## src/design/ctt_regs.vh

```
// Register offsets, field positions and reset values of the core tick timer.
// Included by the timer design files; holds definitions only.
`ifndef CTT_REGS_VH
`define CTT_REGS_VH

// ==========================================================================
// Register byte offsets
`define CTT_OFS_CTRL 8'h00
`define CTT_OFS_RELOAD 8'h04
`define CTT_OFS_CURRENT 8'h08
`define CTT_OFS_IRQ_STAT 8'h0C
`define CTT_OFS_IRQ_MASK 8'h10

// ==========================================================================
// Control and status field positions
`define CTT_CTRL_ENABLE 0
`define CTT_CTRL_TICKINT 1
`define CTT_CTRL_CLKSRC 2
`define CTT_CTRL_ZFLAG 16

// ==========================================================================
// Interrupt status field positions
`define CTT_IRQ_ZERO 0

// ==========================================================================
// Widths and reset values
`define CTT_CNT_W 24
`define CTT_CNT_RST 24'h000000
`define CTT_RELOAD_RST 24'h000000
`define CTT_CNT_ONE 24'h000001
`define CTT_CNT_ZERO 24'h000000
`define CTT_SYNC_RST 1'b0

`endif

```

## src/design/ctt_sync.v

```verilog
// Three-stage synchroniser with agreement filter for one asynchronous level.
// Assumes the input may change at any time relative to clk_sys_i.
`timescale 1ns/1ns
`include "ctt_regs.vh"

module ctt_sync (
    input wire clk_sys_i,
    input wire resetn_i,
    input wire async_i,
    output reg sync_o
);

    reg stage1;
    reg stage2;
    reg stage3;

    // ======================================================================
    // Synchroniser chain
    // The first stage feeds only the second, so a metastable value is never seen by logic.
    always @(posedge clk_sys_i or negedge resetn_i) begin
        if (!resetn_i) begin
            stage1 <= `CTT_SYNC_RST;
            stage2 <= `CTT_SYNC_RST;
            stage3 <= `CTT_SYNC_RST;
            sync_o <= `CTT_SYNC_RST;
        end else begin
            stage1 <= async_i;
            stage2 <= stage1;
            stage3 <= stage2;
            if (stage2 == stage3) begin
                sync_o <= stage3;
            end
        end
    end

endmodule // ctt_sync

```

## src/design/ctt_timer.v

```verilog
// Core tick timer: 24-bit down counter with control, reload and current value
// registers, and an interrupt status and mask pair, reached over APB.
// Assumes an APB master on clk_sys_i and an asynchronous debug-halt level.
`timescale 1ns/1ns
`include "ctt_regs.vh"

module ctt_timer (
    input wire clk_sys_i,
    input wire resetn_i,
    input wire psel_i,
    input wire penable_i,
    input wire pwrite_i,
    input wire [7:0] paddr_i,
    input wire [31:0] pwdata_i,
    input wire debug_halt_i,
    output reg [31:0] prdata_o,
    output reg pready_o,
    output reg pslverr_o,
    output reg irq_o,
    output reg tick_pend_o
);

    reg [`CTT_CNT_W-1:0] count;
    reg [`CTT_CNT_W-1:0] reload;
    reg enable;
    reg tickint;
    reg clksrc;
    reg zero_reached_flag;
    reg irq_stat;
    reg irq_mask;
    reg [31:0] next_rdata;
    reg next_err;
    reg next_irq_stat;
    wire halted;
    wire access;
    wire wr_done;
    wire rd_done;
    wire hit_ctrl;
    wire hit_reload;
    wire hit_current;
    wire hit_stat;
    wire hit_mask;
    wire wr_current;
    wire step;
    wire hit_zero;

    // ======================================================================
    // Debug halt synchroniser
    ctt_sync u_halt_sync (
        .clk_sys_i(clk_sys_i),
        .resetn_i(resetn_i),
        .async_i(debug_halt_i),
        .sync_o(halted)
    );

    // ======================================================================
    // APB decode
    // One wait state: pready rises in the second access cycle, which lets read
    // data be registered without a combinational path to the bus.
    assign access = psel_i & penable_i;
    assign wr_done = access & pready_o & pwrite_i & ~pslverr_o;
    assign rd_done = access & pready_o & ~pwrite_i & ~pslverr_o;
    assign hit_ctrl = (paddr_i == `CTT_OFS_CTRL);
    assign hit_reload = (paddr_i == `CTT_OFS_RELOAD);
    assign hit_current = (paddr_i == `CTT_OFS_CURRENT);
    assign hit_stat = (paddr_i == `CTT_OFS_IRQ_STAT);
    assign hit_mask = (paddr_i == `CTT_OFS_IRQ_MASK);
    assign wr_current = wr_done & hit_current;

    always @* begin
        next_rdata = 32'h00000000;
        next_err = 1'b0;
        case (1'b1)
            hit_ctrl: begin
                next_rdata[`CTT_CTRL_ENABLE] = enable;
                next_rdata[`CTT_CTRL_TICKINT] = tickint;
                next_rdata[`CTT_CTRL_CLKSRC] = clksrc;
                next_rdata[`CTT_CTRL_ZFLAG] = zero_reached_flag;
            end
            hit_reload: next_rdata[`CTT_CNT_W-1:0] = reload;
            hit_current: next_rdata[`CTT_CNT_W-1:0] = count;
            hit_stat: next_rdata[`CTT_IRQ_ZERO] = irq_stat;
            hit_mask: next_rdata[`CTT_IRQ_ZERO] = irq_mask;
            default: next_err = 1'b1;
        endcase
    end

    always @(posedge clk_sys_i or negedge resetn_i) begin
        if (!resetn_i) begin
            pready_o <= 1'b0;
            pslverr_o <= 1'b0;
            prdata_o <= 32'h00000000;
        end else begin
            pready_o <= access & ~pready_o;
            if (access & ~pready_o) begin
                pslverr_o <= next_err;
                prdata_o <= pwrite_i ? 32'h00000000 : next_rdata;
            end else begin
                pslverr_o <= 1'b0;
                prdata_o <= 32'h00000000;
            end
        end
    end

    // ======================================================================
    // Control registers
    // The clock source bit is stored only; the core clock always drives the count.
    always @(posedge clk_sys_i or negedge resetn_i) begin
        if (!resetn_i) begin
            enable <= 1'b0;
            tickint <= 1'b0;
            clksrc <= 1'b0;
            reload <= `CTT_RELOAD_RST;
            irq_mask <= 1'b0;
        end else if (wr_done) begin
            if (hit_ctrl) begin
                enable <= pwdata_i[`CTT_CTRL_ENABLE];
                tickint <= pwdata_i[`CTT_CTRL_TICKINT];
                clksrc <= pwdata_i[`CTT_CTRL_CLKSRC];
            end
            if (hit_reload) begin
                reload <= pwdata_i[`CTT_CNT_W-1:0];
            end
            if (hit_mask) begin
                irq_mask <= pwdata_i[`CTT_IRQ_ZERO];
            end
        end
    end

    // ======================================================================
    // Counter
    assign step = enable & ~halted & ~wr_current;
    assign hit_zero = step & (count == `CTT_CNT_ONE);

    always @(posedge clk_sys_i or negedge resetn_i) begin
        if (!resetn_i) begin
            count <= `CTT_CNT_RST;
        end else if (wr_current) begin
            count <= `CTT_CNT_ZERO;
        end else if (step) begin
            if (count == `CTT_CNT_ZERO) begin
                count <= reload;
            end else begin
                count <= count - `CTT_CNT_ONE;
            end
        end
    end

    // ======================================================================
    // Flag, events and interrupt
    // A zero crossing in the cycle of a clearing read still sets the flag.
    always @* begin
        next_irq_stat = irq_stat;
        if (rd_done & hit_stat) begin
            next_irq_stat = 1'b0;
        end
        if (hit_zero) begin
            next_irq_stat = 1'b1;
        end
    end

    always @(posedge clk_sys_i or negedge resetn_i) begin
        if (!resetn_i) begin
            zero_reached_flag <= 1'b0;
            irq_stat <= 1'b0;
            irq_o <= 1'b0;
            tick_pend_o <= 1'b0;
        end else begin
            if (hit_zero) begin
                zero_reached_flag <= 1'b1;
            end else if (wr_current) begin
                zero_reached_flag <= 1'b0;
            end else if (rd_done & hit_ctrl) begin
                zero_reached_flag <= 1'b0;
            end
            irq_stat <= next_irq_stat;
            irq_o <= next_irq_stat & irq_mask;
            tick_pend_o <= hit_zero & tickint;
        end
    end

endmodule // ctt_timer

```

## config.mk

```make
export PLATFORM = sky130hd
export DESIGN_NAME = ctt_timer
export DESIGN_NICKNAME = d
export VERILOG_FILES = /design/src/design/ctt_sync.v /design/src/design/ctt_timer.v
export VERILOG_INCLUDE_DIRS = /design/src /design/src/design
export SDC_FILE = /design/constraint.sdc
export NUM_CORES = 1
export LEC_CHECK = 0
export BUFFER_PORTS_ARGS = -buffer_cell sky130_fd_sc_hd__clkbuf_2
export CAP_MARGIN = 10
export CORE_ASPECT_RATIO = 1.1
export CORE_UTILIZATION = 35
export CTS_BUF_LIST = sky130_fd_sc_hd__clkbuf_16
export CTS_CLUSTER_DIAMETER = 50
export DETAILED_ROUTE_END_ITERATION = 8
export GPL_TIMING_DRIVEN = 0
export PLACE_DENSITY = 0.64
export SETUP_SLACK_MARGIN = 0.3
export SYNTH_ARGS = -nofsm -noshare
export SYNTH_HDL_FRONTEND = slang
export SYNTH_SLANG_ARGS = --single-unit
```

## constraint.sdc

```tcl
create_clock -name clk_sys_i -period 2.6 [get_ports clk_sys_i]
set_input_delay 0.13 -clock clk_sys_i [delete_from_list [all_inputs] [get_ports clk_sys_i]]
set_output_delay 0.13 -clock clk_sys_i [all_outputs]
set_load 0.05 [all_outputs]
```

==> impl_metrics.ini, run 1 <==
[clock_tree]
cts-buffers-inserted = 9
clkTransAtPathRegs_ns = 0.06
clkLatencyLatePin_ns = 0.35
clock_sinks = 86
cts_max_path_buffers = 2
cts_root_buf = clkbuf_16
cts_tree = built
cts-htree-levels = 3

[place]
port_buffers = 64
gp_congestion = 0.873
place_ws_ns = 0.119
dpl-instance-area_um2 = 4900
dp.final_hpwl_um = 7870

[timing]
tightest_slew_ns = 1.02
period_minus_slack_ns = 2.19
finalHoldViolCount = 0
slew_headroom = 0.320
setup_viol = 0
rsz0062_at_grt = false
fin_tns_setup_ns = 0
fin_hold_ws_ns = 0.0126
fin_skew_ns = 0.00733
fin_ws_ns = 0.407
fmax_ghz = 0.456
timing.final.crit_share = 0.843
drv_slew = 0

[pwr]
seqPwrFrac = 0.476
power_mw = 2.84
switchingPower_mw = 0.619
cellPowerDensity_nw_per_um2 = 539
power_frac_clock = 0.473
p_int_mw = 2.22
switching_share = 0.218
peakVddDrop_v = 0.000219
power_leakage_nw = 2.51
comb_power_share = 0.051

[synthesis]
synth_area_leader_cell = dfrtp_1
synthCells = 429
yosys_register_bits = 86
synth-simple-area-share = 0.200
yosysTopAreaCellShare = 0.497
synth_top_family_by_area = simple AND/OR/NAND/NOR gates
synthAdderAreaFrac = 0.0110
synth_area_leaders = dfrtp_1, mux2_2, nand2_1
synthArstFlopShare = 1.00
ys.flop_type = dfrtp_1
synth_xor_area_frac = 0
synthMuxAreaShare = 0.0937
synth-compound-area-share = 0.145
synth_area_um2 = 4330
seq_area_frac_synth = 0.497
synth_cell_types = 58
synth-warning-count = 0
synth_edf_count = 0
syn_area_per_cell_um2 = 10.1

[die]
rows = 42
dieArea_um2 = 12800
dieWidth_um = 108
start_util = 0.360
die_y_um = 119
fp.coreArea_um2 = 12000
num_io_pins = 82

[setup_path]
cp_data_arrival_time_ns = 2.43
crit_end = count[2]
cp-end-kind = flip-flop
r2r_start = count[8]
r2r_setup_slack_ns = 0.41
critPathLaunch = count[8]
cp_max_fo = 10
cp-start-kind = flip-flop
ff2ff_path_depth = 8
worstPathRequired_ns = 2.83
r2r_end = count[2]
worstSetupPathType = flip-flop to flip-flop

[global_routing]
grt_usage = 0.184
first_global_vias = 3452
antenna_found_initial = 0
grt_pass1_wl_um = 18000
grt_max_degree = 47
overflow = 0

[outcome]
status = finished clean

[job]
maxCapViolations = 0

[cells_and_area]
finalInstanceArea_um2 = 5280
multi_input_area_um2 = 2000
final_common_cell = dfrtp_1
fin_nets = 567
syn_to_final_growth_pct = 22.1
final_cell_mix = dfrtp_1, clkbuf_2, nand2_1
fillCellCount = 1173
diodes = 0
drive_above_1_share = 0.287
seqCellArea_um2 = 2150

[drt]
ant_nets = 0
avgViaCountPerCell = 5.33
drt_first_pass_iters = 5
drc_errors = 0
wl_per_cell_um = 16.6
wirelength_um = 11300
drt-initial-drc-count = 235
vias = 3609

[min_path]
hold_class = input pin to flip-flop
worst min-delay path by stage:
stage,from,slack (ns),cells after the start,to
final,pwdata_i[4],0.01,2,reload[4]
after CTS,pwdata_i[20],0.009,2,reload[20]
after global placement,debug_halt_i,0.24,1,u_halt_sync.stage1
after global routing,pwdata_i[10],0.02,2,reload[10]
after floorplan,resetn_i,-0.17,0,clksrc
after detailed placement,resetn_i,0.21,1,u_halt_sync.stage1
routing by layer:
metal  GRT usage  up-vias  wire (um)
met5           0        -          0
met4      0.0608        0        198
met3      0.0392       18        659
met2       0.297      122       5570
met1       0.244     1758       4840
li1            -     1711          -
synth_stat cells, types with 5 or more instances:
master / instances
a21oi_1: 31
a31oi_1: 9
a32o_1: 5
buf_2: 7
buf_4: 9
clkbuf_1: 13
dfrtp_1: 86
inv_1: 8
mux2_2: 28
mux2i_1: 6
nand2_1: 60
nand2b_1: 5
nand3_1: 22
nor2_1: 28
nor3_1: 11
o21ai_0: 18
o41ai_1: 5
flip-flops by register name, summed over array words and instances, names as in the netlist:
| register | count |
|---|---|
| pslverr_o | 1 |
| prdata_o | 24 |
| irq_o | 1 |
| enable | 1 |
| zero_reached_flag | 1 |
| irq_stat | 1 |
| u_halt_sync.stage3 | 1 |
| tickint | 1 |
| clksrc | 1 |
| reload | 24 |
| pready_o | 1 |
| u_halt_sync.stage2 | 1 |
| u_halt_sync.stage1 | 1 |
| tick_pend_o | 1 |
| irq_mask | 1 |
| u_halt_sync.sync_o | 1 |
| count | 24 |
cell families after synthesis:
| group | count (synthesis) |
|---|---|
| buffers and inverters | 41 |
| adders and majority gates | 4 |
| muxes | 36 |
| and+or+nand+nor | 163 |
| AOI/OAI and AO/OA | 98 |
| other | 1 |
| DFF | 86 |
cell type report:
class | instances | area share
clock inverter | 7 | 0.0154
buffer | 33 | 0.0381
tap | 154 | 0.0365
clock buffer | 9 | 0.0426
multi-input combinational | 309 | 0.378
timing repair buffer | 71 | 0.0758
inverter | 8 | 0.00569
sequential | 86 | 0.407
power by group through the flow:
stage	combinational, mW	clock (mW)	sequential [mW]
2_1_floorplan	0.0632	0	1.38
3_3_place_gp	0.136	0	1.38
3_5_place_dp	0.144	0	1.38
4_1_cts	0.147	1.37	1.35
5_1_grt	0.160	1.42	1.35
6_report	0.144	1.35	1.35
metrics by stage:
step	instances	util
final	677	0.439
after detailed placement	655	0.407
after CTS	673	0.435
after global placement	654	0.404
after floorplan	436	-
after global routing	677	0.439
timing repair:
action,4_1_cts,5_1_grt
hold buffers,2,0
endpoints found under the hold margin,41,0
endpoints found under the setup margin,17,32
pin swaps,0,2
setup buffers,0,4
gates resized for setup,2,4
critical path, cell delays in order (launching register included):
cell      delay, ns
dfrtp_1        0.35
clkbuf_1       0.21
nor4_4         0.31
buf_4          0.19
nand4_1        0.22
nor2_4         0.24
buf_6          0.18
o21ai_0        0.09
a32o_1         0.28
Power figures use the tool's default switching activity.
==> run 2: changes to the inputs <==
- clock period: 2.6 -> 2.1 ns (I/O delays scaled with it)
==> impl_metrics.ini, run 2 (synthesis gave the netlist of run 1 again) <==
[timing]
fin_hold_ws_ns = -0.00190
drv_slew = 0
tightest_slew_ns = 0.634
setup_viol = 0
fmax_ghz = 0.499
fin_tns_setup_ns = 0
period_minus_slack_ns = 2.00
finalHoldViolCount = 1
timing.final.crit_share = 0.954
rsz0062_at_grt = true
fin_skew_ns = 0.00713
slew_headroom = 0.577

[cells_and_area]
final_cell_mix = dfrtp_1, clkbuf_2, nand2_1
syn_to_final_growth_pct = 47.4
drive_above_1_share = 0.411
diodes = 0
finalInstanceArea_um2 = 6380
largestRegisters = count x24, prdata_o x24, reload x24
final_common_cell = dfrtp_1
fillCellCount = 1037
fin_nets = 640

[global_routing]
first_global_vias = 3762
antenna_found_initial = 0
overflow = 0
grt_pass1_wl_um = 20000
grt_max_degree = 47
grt_usage = 0.206

[outcome]
status = finished, violations left
violations = hold timing

[drt]
avgViaCountPerCell = 5.26
wl_per_cell_um = 17.2
wirelength_um = 12900
drc_errors = 0
drt_first_pass_iters = 5
drt-initial-drc-count = 215
vias = 3943
ant_nets = 0

[clock_tree]
clock_sinks = 86
clkLatencyLatePin_ns = 0.35
cts-htree-levels = 3
cts-buffers-inserted = 9
clkTransAtPathRegs_ns = 0.06
cts_max_path_buffers = 2
cts_root_buf = clkbuf_16
cts_tree = built

[die]
dieArea_um2 = 12800
rows = 42
die_y_um = 119
num_io_pins = 82
dieWidth_um = 108
fp.coreArea_um2 = 12000
start_util = 0.360

[job]
maxCapViolations = 0

[setup_path]
cp-start-kind = flip-flop
path_cells = nand4b_1 > or2_4 > buf_8 > or3_4 > buf_8 > buf_8 > a32o_1
cpMostUsedCell = buf_8
crit_path_max_incr_delay_ns = 0.40
critPathSlowestCell = dfrtp_2
cp_data_arrival_time_ns = 2.23
worstPathRequired_ns = 2.33
cp_max_fo = 6
worstSetupPathType = flip-flop to flip-flop
cp-end-kind = flip-flop

[pwr]
switching_share = 0.226
peakVddDrop_v = 0.000285
switchingPower_mw = 0.781
power_leakage_nw = 2.98
seqPwrFrac = 0.487
power_frac_clock = 0.448
comb_power_share = 0.065
cellPowerDensity_nw_per_um2 = 540
p_int_mw = 2.67

[place]
dpl-instance-area_um2 = 4910
gp_congestion = 0.876
dp.final_hpwl_um = 7980
port_buffers = 64

[min_path]
hold_class = input pin to flip-flop
## run 2: worst max-delay path, delay by kind of cell (launching register included)
family | cells | cell delay (ns)
AOI/OAI and AO/OA | 1 | 0.25
buffers and inverters | 3 | 0.39
DFF | 1 | 0.40
and+or+nand+nor | 3 | 0.83
## run 2: stage by stage
step	hold slack, ns	utilization	setup slack (ns)	power [mW]	cells
2_1_floorplan	-0.191	-	0.0844	1.79	436
3_3_place_gp	0.213	0.406	-0.397	1.87	654
3_5_place_dp	0.180	0.408	-0.346	1.89	655
4_1_cts	0.00191	0.500	0.121	3.48	731
5_1_grt	0.00237	0.530	0.0163	3.58	750
6_report	-0.00190	0.530	0.0974	3.45	750
## run 2: worst paths after layout
path | start | to | slack (ns) | depth (start not counted)
worst max register to register | pslverr_o | count[2] | 0.1 | 7
worst min-delay path | pwdata_i[22] | reload[22] | -0.002 | 2
worst max-delay path | pslverr_o | count[2] | 0.1 | 7
worst min register to register | u_halt_sync.stage1 | u_halt_sync.stage2 | 0.35 | 0
max in group asynchronous | resetn_i | count[15] | 1.12 | 3
min in group asynchronous | resetn_i | irq_stat | 0.32 | 2
## run 2: per-layer routing
| metal | GRT usage | vias to the layer above | wire [um] |
|---|---|---|---|
| li1 | - | 1866 | - |
| met1 | 0.275 | 1914 | 5580 |
| met2 | 0.322 | 138 | 6440 |
| met3 | 0.0309 | 25 | 577 |
| met4 | 0.0993 | 0 | 321 |
| met5 | 0 | - | 0 |
## run 2: power by group through the flow
| stage | sequential (mW) | combinational [mW] | clock, mW |
|---|---|---|---|
| floorplan | 1.71 | 0.0786 | 0 |
| global placement | 1.71 | 0.168 | 0 |
| detailed placement | 1.71 | 0.179 | 0 |
| CTS | 1.68 | 0.220 | 1.58 |
| global route | 1.68 | 0.246 | 1.66 |
| finish | 1.68 | 0.225 | 1.54 |
## run 2: area by class of cell
class	count	area, um2	share of cell area
multi-input combinational	309	2310	0.363
sequential	86	2160	0.339
timing repair buffer	144	1110	0.175
buffer	33	283	0.0443
clock buffer	9	225	0.0353
tap	154	193	0.0302
clock inverter	7	58.8	0.00922
inverter	8	30.0	0.00471
## run 2: timing repair
action	4_1_cts	5_1_grt
hold buffers	25	0
gates resized for setup	65	62
hold endpoints to repair	63	0
gates cloned	3	1
pin swaps	22	23
setup buffers	32	18
endpoints found under the setup margin	64	65
==> run 3: changes to the inputs <==
- CTS_BUF_LIST: sky130_fd_sc_hd__clkbuf_16 -> not set
==> impl_metrics.ini, run 3 (synthesis gave the netlist of run 1 again) <==
[setup_path]
cp-end-kind = flip-flop
cpMostUsedCell = buf_8
r2r_setup_slack_ns = 0.10
worstPathRequired_ns = 2.32
crit_path_max_incr_delay_ns = 0.40
ff2ff_path_depth = 7
cp_max_fo = 6
r2r_end = count[5]
path_cells = nand4b_1 > or2_4 > buf_8 > or3_4 > buf_8 > nand2_1 > o22ai_1
cp-start-kind = flip-flop
cp_data_arrival_time_ns = 2.22
worstSetupPathType = flip-flop to flip-flop
r2r_start = pslverr_o
critPathSlowestCell = dfrtp_2

[die]
rows = 42
dieArea_um2 = 12800
die_y_um = 119
dieWidth_um = 108
num_io_pins = 82
fp.coreArea_um2 = 12000
start_util = 0.360

[cells_and_area]
largestRegisters = count x24, prdata_o x24, reload x24
fin_nets = 640
syn_to_final_growth_pct = 47.4
final_cell_mix = dfrtp_1, clkbuf_2, nand2_1
finalInstanceArea_um2 = 6380
fillCellCount = 1037
fin_cells = 750
final_common_cell = dfrtp_1
final_util = 0.530
diodes = 0
drive_above_1_share = 0.411

[timing]
fmax_ghz = 0.500
fin_skew_ns = 0.00922
slew_headroom = 0.586
drv_slew = 0
finalHoldViolCount = 0
tightest_slew_ns = 0.621
setup_viol = 0
timing.final.crit_share = 0.952
rsz0062_at_grt = true
period_minus_slack_ns = 2.00

[drt]
met1_length_um = 5520
drc_errors = 0
dr.max_layer_used = met4
ant_nets = 0
avgViaCountPerCell = 5.30
wl_met3_um = 616
wirelength_um = 12900
drt_first_pass_iters = 6
dr_wl_met2_um = 6440
vias = 3978
drt-initial-drc-count = 202
wl_per_cell_um = 17.2

[job]
maxCapViolations = 0

[clock_tree]
cts_tree = built
cts_root_buf = clkbuf_16
clock_sinks = 86
cts-buffers-inserted = 9
clkLatencyLatePin_ns = 0.35
cts_max_path_buffers = 2
cts-htree-levels = 3
clkTransAtPathRegs_ns = 0.06

[place]
port_buffers = 64
gp_congestion = 0.876
dp_cells = 655
dp.final_hpwl_um = 7980
dpl-instance-area_um2 = 4910

[global_routing]
antenna_found_initial = 0
grt_pass1_wl_um = 20000
first_global_vias = 3762
grt_usage = 0.206
overflow = 0
grt_max_degree = 47

[pwr]
peakVddDrop_v = 0.000284
cellPowerDensity_nw_per_um2 = 543
power_leakage_nw = 2.97

[min_path]
worstHoldEndpoint = reload[22]
hold_class = input pin to flip-flop
worstHoldPathCells = 2
hold_path_startpoint = pwdata_i[22]

[outcome]
status = finished clean
==> run 3: changes by cell type in the layout (fill, tap and decap cells not counted) <==
cell	before	now
clkbuf_1	6	9
inv_1	9	6
==> run 3: per-stage QoR <==
| stage | power, mW | worst slack, ns | hold WS, ns | setup TNS [ns] |
|---|---|---|---|---|
| finish | 3.46 | 0.100 | 0.00154 | 0 |
| global route | 3.60 | 0.0164 | 0.00245 | 0 |
| CTS | 3.49 | 0.121 | 0.00218 | 0 |
| detailed placement | 1.89 | -0.346 | 0.180 | -5.07 |
| global placement | 1.87 | -0.397 | 0.213 | -8.93 |
| floorplan | 1.79 | 0.0844 | -0.191 | 0 |
==> run 3: area by class of cell <==
| cell class | instances | area [um2] | area share |
|---|---|---|---|
| buffer | 33 | 283 | 0.0443 |
| clock buffer | 12 | 236 | 0.0371 |
| clock inverter | 4 | 47.5 | 0.00745 |
| inverter | 8 | 30.0 | 0.00471 |
| multi-input combinational | 309 | 2310 | 0.363 |
| sequential | 86 | 2160 | 0.339 |
| tap | 154 | 193 | 0.0302 |
| timing repair buffer | 144 | 1110 | 0.175 |
==> run 3: timing repair <==
action	4_1_cts	5_1_grt
gates resized for setup	65	62
pin swaps	22	23
endpoints found under the setup margin	64	65
cloned	3	1
hold buffers	25	0
buffers inserted	32	18
hold endpoints to repair	63	0
==> run 3: per-layer routing <==
layer  GRT usage  vias up
li1            -     1870
met1       0.275     1945
met2       0.322      139
met3      0.0309       24
met4      0.0993        0
met5           0        -
==> run 3: critical path, delay by kind of cell, from the launching register on <==
family          cells  cell delay, ns
buf+inv             2            0.27
simple gates        4            1.07
flops               1            0.40
compound gates      1            0.13
==> run 3: where the power goes <==
group / internal, mW / switching [mW]
registers: 1.67 / 0.00932
clock network: 0.919 / 0.644
logic: 0.0945 / 0.130
==> run 3: how the worst max path moves through the flow <==
stage,start,end,slack [ns]
detailed placement,pslverr_o,count[2],-0.35
floorplan,pslverr_o,count[16],0.08
global route,count[11],count[17],0.02
CTS,count[0],count[22],0.12
global placement,pslverr_o,count[2],-0.40
finish,pslverr_o,count[5],0.10
